--- config.mk ---
export PLATFORM = sky130hd
export DESIGN_NAME = seoc_smart_cmd
export DESIGN_NICKNAME = d
export VERILOG_FILES = /design/src/seoc_pkg.sv /design/src/seoc_nv_state.sv /design/src/seoc_routine_runner.sv /design/src/seoc_smart_cmd.sv
export SDC_FILE = /design/constraint.sdc
export NUM_CORES = 1
export LEC_CHECK = 0
export BUFFER_PORTS_ARGS = -buffer_cell sky130_fd_sc_hd__buf_4
export CORE_AREA = 8 8 163 119
export CTS_BUF_LIST = sky130_fd_sc_hd__clkbuf_8
export DETAILED_ROUTE_END_ITERATION = 8
export DIE_AREA = 0 0 171 127
export PLACE_DENSITY = 0.64
export SETUP_SLACK_MARGIN = 0.05
export SLEW_MARGIN = 20
export SYNTH_ARGS = -nofsm -noshare
export SYNTH_HDL_FRONTEND = slang
export SYNTH_SLANG_ARGS = --single-unit
--- constraint.sdc ---
create_clock -name I_SYS_CLK -period 7.15 [get_ports I_SYS_CLK]
set_input_delay 0.3575 -clock I_SYS_CLK [delete_from_list [all_inputs] [get_ports I_SYS_CLK]]
set_output_delay 0.3575 -clock I_SYS_CLK [all_outputs]
set_load 0.05 [all_outputs]
--- src/seoc_pkg.sv ---
// Constants shared by the SMART enable / off-line command block
package seoc_pkg;

	// ----------------------------------------------------------------
	// Register byte offsets on the APB bus
	// ----------------------------------------------------------------
	localparam logic [7:0] OFF_FEATURE   = 8'h00;
	localparam logic [7:0] OFF_SECCNT    = 8'h04;
	localparam logic [7:0] OFF_SUBLOW    = 8'h08;
	localparam logic [7:0] OFF_SIGMID    = 8'h0c;
	localparam logic [7:0] OFF_SIGHIGH   = 8'h10;
	localparam logic [7:0] OFF_DEVSEL    = 8'h14;
	localparam logic [7:0] OFF_COMMAND   = 8'h18;
	localparam logic [7:0] OFF_STATUS    = 8'h1c;
	localparam logic [7:0] OFF_ERROR     = 8'h20;
	localparam logic [7:0] OFF_CONTROL   = 8'h24;
	localparam logic [7:0] OFF_STATE     = 8'h28;

	// ----------------------------------------------------------------
	// Command codes and signature values
	// ----------------------------------------------------------------
	localparam logic [7:0] OPC_SMART     = 8'hb0;
	localparam logic [7:0] FEAT_ENABLE   = 8'hd8;
	localparam logic [7:0] FEAT_EXEC     = 8'hd4;
	localparam logic [7:0] SIG_MID       = 8'h4f;
	localparam logic [7:0] SIG_HIGH      = 8'hc2;
	localparam logic [7:0] FAIL_MID      = 8'hf4;
	localparam logic [7:0] FAIL_HIGH     = 8'h2c;

	// ----------------------------------------------------------------
	// Subcommand codes
	// ----------------------------------------------------------------
	localparam logic [7:0] SUB_LAST_OFF  = 8'h03;
	localparam logic [7:0] SUB_SEL_OFF   = 8'h04;
	localparam logic [7:0] SUB_ABORT     = 8'h7f;
	localparam logic [7:0] SUB_CAP_FIRST = 8'h81;
	localparam logic [7:0] SUB_CAP_LAST  = 8'h83;
	localparam logic [7:0] SUB_SEL_CAP   = 8'h84;
	localparam int         SUB_CAP_BIT   = 7;

	// ----------------------------------------------------------------
	// Bit positions
	// ----------------------------------------------------------------
	localparam int ST_BSY   = 7;
	localparam int ST_DRDY  = 6;
	localparam int ST_DF    = 5;
	localparam int ST_DRQ   = 3;
	localparam int ST_ERR   = 0;
	localparam int ER_IDNF  = 4;
	localparam int ER_ABRT  = 2;
	localparam int DEV_BIT  = 4;
	localparam int CT_OWN   = 0;
	localparam int CT_ENSUP = 1;
	localparam int CT_EXSUP = 2;
	localparam int CT_SLSUP = 3;
	localparam int CT_FAIL  = 4;
	localparam int CT_FAULT = 5;
	localparam int CT_IDNF  = 6;

	// ----------------------------------------------------------------
	// Reset values and timing
	// ----------------------------------------------------------------
	localparam logic [7:0]  CONTROL_RST    = 8'h06;
	localparam logic [7:0]  BYTE_ZERO      = 8'h00;
	localparam logic [31:0] WORD_ZERO      = 32'h0000_0000;
	localparam int          ROUTINE_CYCLES = 10000;

	// Command sequencer states
	typedef enum logic [1:0] {
		CMD_IDLE,
		CMD_DECODE,
		CMD_CAPTIVE
	} seoc_state_t;

endpackage : seoc_pkg

--- src/seoc_nv_state.sv ---
// Persistent SMART enabled flag with load from and save to non-volatile store
`timescale 1ns/1ps
`default_nettype none
module seoc_nv_state (
	input  wire logic i_clk,
	input  wire logic i_reset_n,
	input  wire logic i_nv_state,
	input  wire logic i_set_enable,
	output var  logic o_enabled,
	output var  logic o_nv_write,
	output var  logic o_nv_data
);

	logic sync1_q;
	logic sync2_q;
	logic loaded_q;
	logic settle1_q;
	logic settle2_q;

	// ----------------------------------------------------------------
	// Pin synchroniser
	// ----------------------------------------------------------------
	always_ff @(posedge i_clk or negedge i_reset_n) begin
		if (!i_reset_n) begin
			sync1_q <= 1'b0;
			sync2_q <= 1'b0;
		end else begin
			sync1_q <= i_nv_state;
			sync2_q <= sync1_q;
		end
	end

	// ----------------------------------------------------------------
	// Stored state: loaded once after reset, set by an accepted enable
	// ----------------------------------------------------------------
	// Load waits until the synchroniser holds the pin, so the flag survives power cycles
	always_ff @(posedge i_clk or negedge i_reset_n) begin
		if (!i_reset_n) begin
			settle1_q  <= 1'b0;
			settle2_q  <= 1'b0;
			loaded_q   <= 1'b0;
			o_enabled  <= 1'b0;
			o_nv_write <= 1'b0;
			o_nv_data  <= 1'b0;
		end else begin
			settle1_q  <= 1'b1;
			settle2_q  <= settle1_q;
			loaded_q   <= settle2_q;
			o_nv_write <= i_set_enable && !o_enabled;
			o_nv_data  <= 1'b1;
			if (i_set_enable) begin
				o_enabled <= 1'b1;
			end else if (!loaded_q) begin
				o_enabled <= sync2_q;
			end
		end
	end

endmodule : seoc_nv_state
`default_nettype wire

--- src/seoc_routine_runner.sv ---
// Self-test and data collection sequencer, captive or background
`timescale 1ns/1ps
`default_nettype none
module seoc_routine_runner #(
	parameter int ROUTINE_CYCLES = seoc_pkg::ROUTINE_CYCLES
) (
	input  wire logic i_clk,
	input  wire logic i_reset_n,
	input  wire logic i_start,
	input  wire logic i_captive,
	input  wire logic i_abort,
	input  wire logic i_fail,
	output var  logic o_offline_busy,
	output var  logic o_captive_busy,
	output var  logic o_done,
	output var  logic o_fail
);

	logic [31:0] count_q;

	// ----------------------------------------------------------------
	// Routine timer
	// ----------------------------------------------------------------
	// A new start always restarts, which also drops a running routine
	always_ff @(posedge i_clk or negedge i_reset_n) begin
		if (!i_reset_n) begin
			count_q        <= seoc_pkg::WORD_ZERO;
			o_offline_busy <= 1'b0;
			o_captive_busy <= 1'b0;
			o_done         <= 1'b0;
			o_fail         <= 1'b0;
		end else begin
			o_done <= 1'b0;
			if (i_start) begin
				count_q        <= 32'(ROUTINE_CYCLES - 1);
				o_offline_busy <= !i_captive;
				o_captive_busy <= i_captive;
				o_fail         <= 1'b0;
			end else if (i_abort && o_offline_busy) begin
				o_offline_busy <= 1'b0;
			end else if (o_offline_busy || o_captive_busy) begin
				if (count_q == seoc_pkg::WORD_ZERO) begin
					o_offline_busy <= 1'b0;
					o_captive_busy <= 1'b0;
					o_done         <= o_captive_busy;
					o_fail         <= i_fail;
				end else begin
					count_q <= count_q - 32'h0000_0001;
				end
			end
		end
	end

endmodule : seoc_routine_runner
`default_nettype wire

--- src/seoc_smart_cmd.sv ---
// SMART enable and off-line immediate command interpreter with APB taskfile
//
// The APB slave port and the placing of the registers were decided locally.
`timescale 1ns/1ps
`default_nettype none
module seoc_smart_cmd #(
	parameter int ROUTINE_CYCLES = seoc_pkg::ROUTINE_CYCLES
) (
	input  wire logic        I_SYS_CLK,
	input  wire logic        I_RESET_N,
	input  wire logic        I_PSEL,
	input  wire logic        I_PENABLE,
	input  wire logic        I_PWRITE,
	input  wire logic [7:0]  I_PADDR,
	input  wire logic [31:0] I_PWDATA,
	input  wire logic        I_NV_SMART_STATE,
	output var  logic        O_PREADY,
	output var  logic [31:0] O_PRDATA,
	output var  logic        O_PSLVERR,
	output var  logic        O_SMART_MONITOR_EN,
	output var  logic        O_NV_WRITE,
	output var  logic        O_NV_DATA,
	output var  logic        O_OFFLINE_BUSY,
	output var  logic        O_CAPTIVE_BUSY
);

	// ----------------------------------------------------------------
	// Helpers
	// ----------------------------------------------------------------
	// Assembles the status byte from its live bits
	function automatic logic [7:0] status_byte(input logic bsy, input logic df, input logic err);
		logic [7:0] s;
		s = seoc_pkg::BYTE_ZERO;
		s[seoc_pkg::ST_BSY]  = bsy;
		s[seoc_pkg::ST_DRDY] = 1'b1;
		s[seoc_pkg::ST_DF]   = df;
		s[seoc_pkg::ST_DRQ]  = 1'b0;
		s[seoc_pkg::ST_ERR]  = err;
		return s;
	endfunction : status_byte

	// Checks that both signature bytes hold the key
	function automatic logic sig_match(input logic [7:0] mid, input logic [7:0] high);
		return (mid == seoc_pkg::SIG_MID) && (high == seoc_pkg::SIG_HIGH);
	endfunction : sig_match

	// ----------------------------------------------------------------
	// Declarations
	// ----------------------------------------------------------------
	seoc_pkg::seoc_state_t state_q;
	logic [7:0]            feature_q;
	logic [7:0]            seccnt_q;
	logic [7:0]            sublow_q;
	logic [7:0]            sigmid_q;
	logic [7:0]            sighigh_q;
	logic [7:0]            devsel_q;
	logic [7:0]            opcode_q;
	logic [7:0]            control_q;
	logic [7:0]            error_q;
	logic                  bsy_q;
	logic                  df_q;
	logic                  launch_q;
	logic                  abort_run_q;
	logic                  set_enable_q;
	logic                  smart_en;
	logic                  run_done;
	logic                  run_fail;

	// ----------------------------------------------------------------
	// APB decode
	// ----------------------------------------------------------------
	// Transfer qualifiers; a write lands only at the edge where ready is seen
	wire       access    = I_PSEL && I_PENABLE;
	wire       wr_fire   = access && I_PWRITE && O_PREADY;
	wire [7:0] wbyte     = I_PWDATA[7:0];
	wire       tf_write  = wr_fire && !bsy_q;

	// Known offsets; any other address answers with a slave error and no effect
	wire       addr_ok   = (I_PADDR == seoc_pkg::OFF_FEATURE) || (I_PADDR == seoc_pkg::OFF_SECCNT)
	                    || (I_PADDR == seoc_pkg::OFF_SUBLOW) || (I_PADDR == seoc_pkg::OFF_SIGMID)
	                    || (I_PADDR == seoc_pkg::OFF_SIGHIGH) || (I_PADDR == seoc_pkg::OFF_DEVSEL)
	                    || (I_PADDR == seoc_pkg::OFF_COMMAND) || (I_PADDR == seoc_pkg::OFF_STATUS)
	                    || (I_PADDR == seoc_pkg::OFF_ERROR) || (I_PADDR == seoc_pkg::OFF_CONTROL)
	                    || (I_PADDR == seoc_pkg::OFF_STATE);

	// ----------------------------------------------------------------
	// Read view
	// ----------------------------------------------------------------
	// Device select reads back with this device's own selection bit
	wire       own_dev   = control_q[seoc_pkg::CT_OWN];
	wire [7:0] dev_view  = {devsel_q[7:seoc_pkg::DEV_BIT + 1], own_dev, devsel_q[seoc_pkg::DEV_BIT - 1:0]};
	wire       err_sum   = |error_q;
	wire [7:0] stat_view = status_byte(bsy_q, df_q, err_sum);
	wire [7:0] state_view = {5'h00, O_CAPTIVE_BUSY, O_OFFLINE_BUSY, smart_en};

	// Read mux; the write-only command offset reads as zero
	wire [7:0] rd_byte   = (I_PADDR == seoc_pkg::OFF_FEATURE) ? feature_q :
	                       (I_PADDR == seoc_pkg::OFF_SECCNT)  ? seccnt_q  :
	                       (I_PADDR == seoc_pkg::OFF_SUBLOW)  ? sublow_q  :
	                       (I_PADDR == seoc_pkg::OFF_SIGMID)  ? sigmid_q  :
	                       (I_PADDR == seoc_pkg::OFF_SIGHIGH) ? sighigh_q :
	                       (I_PADDR == seoc_pkg::OFF_DEVSEL)  ? dev_view  :
	                       (I_PADDR == seoc_pkg::OFF_STATUS)  ? stat_view :
	                       (I_PADDR == seoc_pkg::OFF_ERROR)   ? error_q   :
	                       (I_PADDR == seoc_pkg::OFF_CONTROL) ? control_q :
	                       (I_PADDR == seoc_pkg::OFF_STATE)   ? state_view : seoc_pkg::BYTE_ZERO;

	// ----------------------------------------------------------------
	// Command decode
	// ----------------------------------------------------------------
	// Commands for the other device on the cable are ignored
	wire cmd_go     = tf_write && (I_PADDR == seoc_pkg::OFF_COMMAND)
	               && (devsel_q[seoc_pkg::DEV_BIT] == own_dev);

	// Opcode and feature pairs of the two supported requests
	wire is_smart   = opcode_q == seoc_pkg::OPC_SMART;
	wire is_enable  = is_smart && (feature_q == seoc_pkg::FEAT_ENABLE);
	wire is_exec    = is_smart && (feature_q == seoc_pkg::FEAT_EXEC);
	wire sig_ok     = sig_match(sigmid_q, sighigh_q);

	// Subcommand classes; selective codes count only when supported
	wire sel_sup    = control_q[seoc_pkg::CT_SLSUP];
	wire sub_off    = (sublow_q <= seoc_pkg::SUB_LAST_OFF)
	               || (sel_sup && (sublow_q == seoc_pkg::SUB_SEL_OFF));
	wire sub_abort  = sublow_q == seoc_pkg::SUB_ABORT;
	wire sub_cap    = ((sublow_q >= seoc_pkg::SUB_CAP_FIRST) && (sublow_q <= seoc_pkg::SUB_CAP_LAST))
	               || (sel_sup && (sublow_q == seoc_pkg::SUB_SEL_CAP));
	wire cap_class  = sublow_q[seoc_pkg::SUB_CAP_BIT];

	// Abort reasons; enable stays legal while the flag is off
	wire en_bad     = !control_q[seoc_pkg::CT_ENSUP] || !sig_ok;
	wire ex_bad     = !control_q[seoc_pkg::CT_EXSUP] || !smart_en || !sig_ok
	               || !(sub_off || sub_abort || sub_cap);

	// Conditions injected from the control register
	wire fault      = control_q[seoc_pkg::CT_FAULT];
	wire idnf       = control_q[seoc_pkg::CT_IDNF];

	// ----------------------------------------------------------------
	// APB response
	// ----------------------------------------------------------------
	// One wait state keeps ready and read data straight from flops
	// Costs a cycle per access, but no bus output is combinational
	always_ff @(posedge I_SYS_CLK or negedge I_RESET_N) begin
		if (!I_RESET_N) begin
			O_PREADY  <= 1'b0;
			O_PRDATA  <= seoc_pkg::WORD_ZERO;
			O_PSLVERR <= 1'b0;
		end else begin
			O_PREADY  <= access && !O_PREADY;
			O_PRDATA  <= {24'h00_0000, rd_byte};
			O_PSLVERR <= access && !O_PREADY && !addr_ok;
		end
	end

	// ----------------------------------------------------------------
	// Host-written parameters and control
	// ----------------------------------------------------------------
	// Writes while busy are dropped so an executing command sees stable inputs
	// Writes to read-only offsets fall through and change nothing
	always_ff @(posedge I_SYS_CLK or negedge I_RESET_N) begin
		if (!I_RESET_N) begin
			feature_q <= seoc_pkg::BYTE_ZERO;
			seccnt_q  <= seoc_pkg::BYTE_ZERO;
			sublow_q  <= seoc_pkg::BYTE_ZERO;
			devsel_q  <= seoc_pkg::BYTE_ZERO;
			control_q <= seoc_pkg::CONTROL_RST;
		end else if (tf_write) begin
			if (I_PADDR == seoc_pkg::OFF_FEATURE) begin
				feature_q <= wbyte;
			end
			if (I_PADDR == seoc_pkg::OFF_SECCNT) begin
				seccnt_q <= wbyte;
			end
			if (I_PADDR == seoc_pkg::OFF_SUBLOW) begin
				sublow_q <= wbyte;
			end
			if (I_PADDR == seoc_pkg::OFF_DEVSEL) begin
				devsel_q <= wbyte;
			end
			if (I_PADDR == seoc_pkg::OFF_CONTROL) begin
				control_q <= wbyte;
			end
		end
	end

	// ----------------------------------------------------------------
	// Command sequencer and completion outputs
	// ----------------------------------------------------------------
	// Signature bytes are shared between host writes and device results
	always_ff @(posedge I_SYS_CLK or negedge I_RESET_N) begin
		if (!I_RESET_N) begin
			state_q      <= seoc_pkg::CMD_IDLE;
			opcode_q     <= seoc_pkg::BYTE_ZERO;
			sigmid_q     <= seoc_pkg::BYTE_ZERO;
			sighigh_q    <= seoc_pkg::BYTE_ZERO;
			error_q      <= seoc_pkg::BYTE_ZERO;
			bsy_q        <= 1'b0;
			df_q         <= 1'b0;
			launch_q     <= 1'b0;
			abort_run_q  <= 1'b0;
			set_enable_q <= 1'b0;
		end else begin
			launch_q     <= 1'b0;
			abort_run_q  <= 1'b0;
			set_enable_q <= 1'b0;
			case (state_q)
				seoc_pkg::CMD_IDLE: begin
					// Signature bytes take host writes only while idle
					if (tf_write && (I_PADDR == seoc_pkg::OFF_SIGMID)) begin
						sigmid_q <= wbyte;
					end
					if (tf_write && (I_PADDR == seoc_pkg::OFF_SIGHIGH)) begin
						sighigh_q <= wbyte;
					end
					if (cmd_go) begin
						opcode_q <= wbyte;
						bsy_q    <= 1'b1;
						state_q  <= seoc_pkg::CMD_DECODE;
					end
				end
				seoc_pkg::CMD_DECODE: begin
					state_q  <= seoc_pkg::CMD_IDLE;
					bsy_q    <= 1'b0;
					// Results of the previous command are cleared first
					error_q  <= seoc_pkg::BYTE_ZERO;
					df_q     <= 1'b0;
					if (is_enable && !en_bad) begin
						set_enable_q <= 1'b1;
					end else if (is_exec && !ex_bad) begin
						if (idnf) begin
							error_q[seoc_pkg::ER_IDNF] <= 1'b1;
						end else if (sub_cap) begin
							bsy_q   <= 1'b1;
							state_q <= seoc_pkg::CMD_CAPTIVE;
						end else if (sub_abort) begin
							abort_run_q <= 1'b1;
						end else begin
							launch_q <= 1'b1;
						end
					end else begin
						// Unknown features also land here, covering disabled state
						error_q[seoc_pkg::ER_ABRT] <= 1'b1;
						df_q                       <= fault;
						if (is_exec && cap_class) begin
							sigmid_q  <= seoc_pkg::SIG_MID;
							sighigh_q <= seoc_pkg::SIG_HIGH;
						end
					end
				end
				seoc_pkg::CMD_CAPTIVE: begin
					// Busy holds until the runner reports the end of the test
					if (run_done) begin
						state_q <= seoc_pkg::CMD_IDLE;
						bsy_q   <= 1'b0;
						if (run_fail) begin
							error_q[seoc_pkg::ER_ABRT] <= 1'b1;
							df_q      <= fault;
							sigmid_q  <= seoc_pkg::FAIL_MID;
							sighigh_q <= seoc_pkg::FAIL_HIGH;
						end else begin
							sigmid_q  <= seoc_pkg::SIG_MID;
							sighigh_q <= seoc_pkg::SIG_HIGH;
						end
					end
				end
				default: begin
					// Unused state code falls back to idle
					state_q <= seoc_pkg::CMD_IDLE;
					bsy_q   <= 1'b0;
				end
			endcase
		end
	end

	// ----------------------------------------------------------------
	// Persistent enable flag
	// ----------------------------------------------------------------
	// Flag is reloaded from the store after every reset; only the first enable saves
	seoc_nv_state u_nv (
		.i_clk        (I_SYS_CLK),
		.i_reset_n    (I_RESET_N),
		.i_nv_state   (I_NV_SMART_STATE),
		.i_set_enable (set_enable_q),
		.o_enabled    (smart_en),
		.o_nv_write   (O_NV_WRITE),
		.o_nv_data    (O_NV_DATA)
	);

	// Monitoring follows the stored flag
	always_ff @(posedge I_SYS_CLK or negedge I_RESET_N) begin
		if (!I_RESET_N) begin
			O_SMART_MONITOR_EN <= 1'b0;
		end else begin
			O_SMART_MONITOR_EN <= smart_en;
		end
	end

	// ----------------------------------------------------------------
	// Routine sequencer
	// ----------------------------------------------------------------
	// Captive starts leave decode together with the busy hold
	// Fail injection is sampled when the routine ends, not when it starts
	wire cap_start = (state_q == seoc_pkg::CMD_DECODE) && is_exec && !ex_bad && !idnf && sub_cap;

	seoc_routine_runner #(
		.ROUTINE_CYCLES (ROUTINE_CYCLES)
	) u_runner (
		.i_clk          (I_SYS_CLK),
		.i_reset_n      (I_RESET_N),
		.i_start        (launch_q || cap_start),
		.i_captive      (cap_start),
		.i_abort        (abort_run_q),
		.i_fail         (control_q[seoc_pkg::CT_FAIL]),
		.o_offline_busy (O_OFFLINE_BUSY),
		.o_captive_busy (O_CAPTIVE_BUSY),
		.o_done         (run_done),
		.o_fail         (run_fail)
	);

endmodule : seoc_smart_cmd
`default_nettype wire

* Yosys cells after proc, flatten, opt, wreduce, memory -nomap -nowiden
Index checks and enable logic that the tools add are counted.
** Operators by class
- Add/sub/neg operators :: 1
- Multipliers :: 0
- Div/mod/pow operators :: 0
- Order comparisons :: 3
- Eq/ne operators :: 32
- Shift operators :: 0
- Multiplexer cells :: 85
- Bitwise operators :: 0
- Reductions and logical operators :: 80
** Operators by type and width (number)
- 8-bit two-way mux :: 21
- 32-bit two-way mux :: 4
- 8-bit one-hot mux with 3 select lines :: 2
- 1-bit two-way mux :: 47
- 8-bit equality test, second input constant :: 5
- 8-bit by 5-bit equality test with 1-bit output, second input constant :: 4
- 32-bit logical NOT :: 1
- 32-bit by 1-bit subtractor with 32-bit output, second input constant :: 1
- 1-bit logical AND :: 25
- 8-bit by 6-bit equality test with 1-bit output, second input constant :: 3
- 1-bit logical OR :: 20
- 8-bit by 3-bit equality test with 1-bit output, second input constant :: 2
- 8-bit by 4-bit equality test with 1-bit output, second input constant :: 2
- 8-bit by 7-bit equality test with 1-bit output, second input constant :: 2
- 2-bit AND reduction :: 8
- 2-bit inequality test, second input constant :: 7
- 1-bit logical NOT :: 12
- 2-bit two-way mux :: 6
- 6-bit AND reduction :: 2
- 3-bit AND reduction :: 3
- 3-bit nonzero test :: 3
- 8-bit greater-or-equal comparator, second input constant :: 1
- 8-bit by 2-bit <= comparator with 1-bit output, second input constant :: 1
- 8-bit <= comparator, second input constant :: 1
- other kinds (12) :: 18
** Storage, ports and cells
- Register bits after elaboration :: 127
- Latch bits :: 0
- Memory bits (writable) :: 0
- Memory bits (read-only) :: 0
- Input port bits :: 46
- Output and inout port bits :: 39
- Word-level logic and storage cells :: 233
- Memories kept :: 0

* Depth between registers and ports, before layout
- Depth after elaboration :: 14
- Depth in mapped cells :: 9
- Gate-level depth less buffers :: 7

* Hierarchy
From an unflattened synthesis, not the netlist that was laid out.
** Unflattened totals
- Cell total of the unflattened synthesis :: 630
- Area total of the unflattened synthesis :: 6700.2 um2
** Modules (own cells, without submodules)
- seoc_smart_cmd :: instances 1, cells an instance 421, area each 4579.4 um2
- seoc_routine_runner :: instances 1, cells an instance 198, area each 1920.6 um2
- seoc_nv_state :: instances 1, cells an instance 11, area each 200.2 um2

* Worst setup path before layout
No wires, ideal clock.
- Path kind :: reg-to-reg
- Start point :: register feature_q[1]
- End point :: register u_runner.count_q[17]
- Setup time :: 0.130 ns
- Arrival time :: 2.487 ns
- Required time :: 7.020 ns
- Slack :: 4.533 ns
- Stages on the path, launching flop included :: 8
- Path buffers :: 2
- Period minus slack after synthesis :: 2.617 ns
- Cell sequence :: dfrtp_1 or4b_2 or4_1 or4_4 nand2b_2 buf_6 buf_4 a21oi_1
** On the way
- Cells in the longest elaborated chain, start to end :: 9
- Elaborated cells between the ends (all ways) :: 12
- Classes of those cells :: eq/ne: 3; mux: 1; reduce/logical: 8
** Ends and longest elaborated chain
- start: declaration :: line seoc_smart_cmd.sv:51 : logic [7:0] feature_q;
- start signal: assignment :: line seoc_smart_cmd.sv:163 : feature_q <= seoc_pkg::BYTE_ZERO;
- start signal: assignment :: line seoc_smart_cmd.sv:170 : feature_q <= wbyte;
- 8-bit equality test * :: line seoc_smart_cmd.sv:118 : wire is_exec = is_smart && (feature_q == seoc_pkg::FEAT_EXEC);
- 1-bit logical AND * :: line seoc_smart_cmd.sv:118
- 1-bit logical AND * (4 in series) :: line seoc_smart_cmd.sv:304 : wire cap_start = (state_q == seoc_pkg::CMD_DECODE) && is_exec && !ex_bad && !idnf && sub_cap;
- 1-bit logical OR * :: line seoc_smart_cmd.sv:311 : .i_start (launch_q || cap_start),
- 2-bit by 1-bit inequality test with 1-bit output (no line) / 2-bit nonzero test (equally long branches)
- 3-bit AND reduction (no line)
- end signal: assignment :: line seoc_routine_runner.sv:27 : count_q <= seoc_pkg::WORD_ZERO;
- end signal: assignment :: line seoc_routine_runner.sv:35 : count_q <= 32'(ROUTINE_CYCLES - 1);
- end signal: assignment :: line seoc_routine_runner.sv:48 : count_q <= count_q - 32'h0000_0001;
- end: declaration :: line seoc_routine_runner.sv:19 : logic [31:0] count_q;
Mark *: on every way between the ends. The rest lies on a longest branch, timed or not.
A chain may end at the register's enable or synchronous reset.

* Worst setup path after layout
- Start point :: register u_runner.count_q[25]
- End point :: register u_runner.count_q[19]
** On the way
- Cells in the longest elaborated chain, start to end :: 3
** Ends and longest elaborated chain
- 32-bit logical NOT :: line seoc_routine_runner.sv:42 : if (count_q == seoc_pkg::WORD_ZERO) begin
- 2-bit by 1-bit inequality test with 1-bit output (no line)
- 3-bit AND reduction (no line)
No other way between the ends.

==> tab_implementation.tex <==
\begin{tabular}{lr}
\hline
Metric & Value \\
\hline
\multicolumn{2}{l}{\textbf{Placement}} \\
Pre-CTS setup slack & a little under 4 ns \\
Number of input and output port buffers inserted & 36 \\
Final GP Congestion & 0.949 \\
Cell area reported after detailed placement & 6990 µm² \\
HPWL Detailed & 12800 µm \\
\multicolumn{2}{l}{\textbf{Logic synthesis}} \\
Most used standard cell by instance count after synthesis & dfrtp\_1 \\
Fraction of the yosys area taken by sequential cells & 0.481 \\
Post-synthesis share of cell area spent on xor and xnor gates & 0.00132 \\
Ys Warns & 0 \\
Simple-Gate Fraction of Synth Area & 0.221 \\
Post-synth ARST share & 1.00 \\
Combined area of all synthesized cells & 6620 µm² \\
Complex-gate fraction of the synthesized area & 0.139 \\
Cell types occupying the most area after synthesis & dfrtp\_1 (47\%), mux2\_2 (7.8\%), o21ai\_0 (3.8\%) \\
Post-synthesis sequential element count & between 100 and 150 \\
Average cell area after synthesis & 10.2 µm² \\
Number of enable flip-flop cells after synthesis & 0 \\
Synth Flop Type & dfrtp\_1 \\
Multiplexer share of the synthesized area & 0.0923 \\
Largest family of logic cells by synthesized area & simple AND/OR/NAND/NOR gates \\
Arithmetic-cell share of the synthesized area counting full adders, half adders and majority gates & 0.00946 \\
List of most frequent post-synthesis cells & dfrtp\_1 (125), nand2\_1 (56), o21ai\_0 (50) \\
Number of unique standard cell types used by synthesis & 73 \\
Area share of the largest cell type after synthesis & 0.473 \\
Biggest area consumer among synthesized cells & dfrtp\_1 \\
Count of mapped cells out of synthesis & approximately 650 \\
\multicolumn{2}{l}{\textbf{Flow run}} \\
Max Cap Viol & 0 \\
\multicolumn{2}{l}{\textbf{Finish}} \\
Register ranked first by flip-flop count & u\_runner.count\_q \\
Fraction of layout instances using a drive strength above 1 & 0.213 \\
Signed area change from the synthesized netlist to the final layout & 11.8\% \\
Multi-input gate area in the final layout & 3160 µm² \\
Final core utilization & 0.440 \\
Antenna fix cells & 0 \\
Flip-flop and latch area & 3180 µm² \\
Largest register FFs & 32 \\
Post-layout net count & between 700 and 800 \\
Finished Cell Area & around 7400 µm² \\
Number of inserted filler cells in the final layout & between 1500 and 2000 \\
\multicolumn{2}{l}{\textbf{Clocking}} \\
Clock latency reported for the late side of the worst-skew pair & 0.45 ns \\
Post-CTS Resized & 0 \\
Htree depth & 4 \\
Number of buffers inserted during clock tree synthesis & 17 \\
Clk pin slew, worst setup/hold paths & 0.08 ns \\
Clock tree root driver cell & clkbuf\_8 \\
CTS tree & done \\
Clock Path Buffers & 2 \\
Post-CTS repair timing setup buffer count & 0 \\
Clock Sink Count & between 100 and 150 \\
\multicolumn{2}{l}{\textbf{Timing}} \\
Number of failing setup endpoints in the final timing report & 0 \\
Worst max-slew margin expressed relative to the limit & 0.424 \\
Final critical-path setup slack & 3.83 ns \\
Clock skew & 0.0224 ns \\
Worst hold margin & 0.00538 ns \\
Final cycle utilization of the critical path & 0.465 \\
Aggregate negative setup slack & 0 ns \\
RSZ-0062 raised after global routing & no \\
Maximum clock frequency & 301 MHz \\
Actual transition at the worst max-transition pin & approximately 0.86 ns \\
Min cycle time layout & approximately 3.3 ns \\
Fin. max-slew vios & 0 \\
Hold violation total from the final report & 0 \\
\multicolumn{2}{l}{\textbf{Pwr}} \\
Sequential group share of total power & 0.508 \\
Internal power & 0.00109 W \\
Net switching fraction of the power & 0.256 \\
Proportion of power drawn by combinational gates & 0.074 \\
Pwr dens & 199 nW/µm² \\
Worst IR drop on VDD & 0.000138 V \\
Clock network power share & 0.418 \\
Standby leakage power & 3.38 nW \\
Switch Pwr & approximately 0.00038 W \\
\multicolumn{2}{l}{\textbf{Route}} \\
Remaining number of nets flagged by the antenna check after routing & 0 \\
Vias per std cell & 5.75 \\
Sum of routed wire length over all layers & between 15000 and 20000 µm \\
Post-detailed-route DRC marker count & 0 \\
Drt pass-1 iters & 7 \\
Overall via count from detail\_route & 5321 \\
Routed WL per cell & between 15 and 20 µm \\
Number of DRC violations after detailed-routing iteration 0 & 583 \\
\multicolumn{2}{l}{\textbf{Global routing}} \\
Gr usage total & 0.166 \\
GRT Residual Overflow & 0 \\
Number of antenna violations at the first check in global routing & 0 \\
Maximum number of pins on one net before global-route repair & 67 \\
Number of global-route vias before repair & 5129 \\
First-pass GRT wire length & 28200 µm \\
\multicolumn{2}{l}{\textbf{Worst setup path}} \\
Biggest cell delay along the critical path & 0.76 ns \\
Crit path kind & flip-flop to flip-flop \\
Max Fanout on Critical Path & 33 \\
Critical path arrival & around 3.7 ns \\
Cell chain of the critical path & or4\_1, or4\_1, nor4\_4, buf\_4, o21ai\_0, a21oi\_1 \\
Startpoint type of the worst setup path & flip-flop \\
Required time reported for the critical path endpoint & approximately 7.5 ns \\
CP most frequent cell & or4\_1 \\
Slowest library cell on the worst path & nor4\_4 \\
Crit path capture type & flip-flop \\
\multicolumn{2}{l}{\textbf{Die}} \\
Area enclosed by the die boundary & 21700 µm² \\
Die span in y & approximately 130 µm \\
DIE WIDTH & 171 µm \\
Std-Cell Core Area & 16800 µm² \\
\# rows & 40 \\
Starting density of the core & 0.393 \\
Top-Level Pins & 85 \\
\multicolumn{2}{l}{\textbf{Hold path}} \\
Hold Path Class & input port to asynchronous set/reset pin \\
\multicolumn{2}{l}{\textbf{Status}} \\
Result of the run & finished clean \\
\hline
\end{tabular}
==> power groups by stage <==
| stage | registers (W) | clock network, W | logic, W |
|---|---|---|---|
| after floorplan | 0.000759 | 0 | 0.0000683 |
| after detailed placement | 0.000759 | 0 | 0.000108 |
| final | 0.000746 | 0.000615 | 0.000109 |
| after global placement | 0.000758 | 0 | 0.000106 |
| after CTS | 0.000745 | 0.000630 | 0.000109 |
| after global routing | 0.000747 | 0.000660 | 0.000118 |
==> cell families after synthesis <==
logic type               count (synthesis)
XOR/XNOR                                 1
buffers and inverters                   63
multiplexers                            54
AND/OR/NAND/NOR                        252
adder cells (fa/ha/maj)                  5
flip-flops                             127
other                                    2
AO/OA/AOI/OAI                          142
==> cell type report <==
class / count / area share
Inverter: 15 / 0.00762
Clock buffer: 20 / 0.0372
Clock inverter: 12 / 0.0159
Timing Repair Buffer: 42 / 0.0430
Sequential cell: 127 / 0.430
Tap cell: 231 / 0.0391
Multi-Input combinational cell: 479 / 0.427
==> path summary, 6_finish.rpt <==
kind	startpoint	endpoint	slack (ns)	cells past startpoint
max	u_runner.count_q[25]	u_runner.count_q[19]	3.83	6
max reg2reg	u_runner.count_q[25]	u_runner.count_q[19]	3.83	6
min in group I_SYS_CLK	I_PWDATA[1]	feature_q[1]	0.19	2
max in group asynchronous	I_RESET_N	sublow_q[1]	5.77	2
min reg2reg	u_nv.settle2_q	u_nv.loaded_q	0.35	0
min	I_RESET_N	u_runner.count_q[3]	0.005	1
==> routing by layer <==
layer | global-route usage | vias up | wire, µm
li1 | - | 2446 | -
met4 | 0.0576 | 0 | 359
met1 | 0.237 | 2623 | 8200
met3 | 0.0505 | 30 | 1720
met2 | 0.233 | 222 | 7460
met5 | 0 | - | 0
==> critical path, delay by kind of cell (launching register included) <==
kind | cells | cell delay (ns)
AND/OR/NAND/NOR | 3 | 2.09
buffers and inverters | 1 | 0.43
flip-flops | 1 | 0.39
AO/OA/AOI/OAI | 2 | 0.30
==> metrics by stage <==
step           total power (W)  instances
6_report               0.00147        926
5_1_grt                0.00153        926
4_1_cts                0.00148        926
3_5_place_dp          0.000867        893
3_3_place_gp          0.000863        893
2_1_floorplan         0.000827        669
==> layout by cell type (no fill, tap or decap), drive strengths merged, types with 23 or more instances in the layout <==
master,n
nand3,24
nand2,56
conb,25
or3,23
nor2,33
dfrtp,125
a21oi,31
buf,41
o21ai,50
or4,33
mux2,46
==> repair_timing <==
action	in CTS	in global routing
setup endpoints to repair	0	0
hold buffers	1	0
endpoints found under the hold margin	1	0
Power figures use the tool's default switching activity.
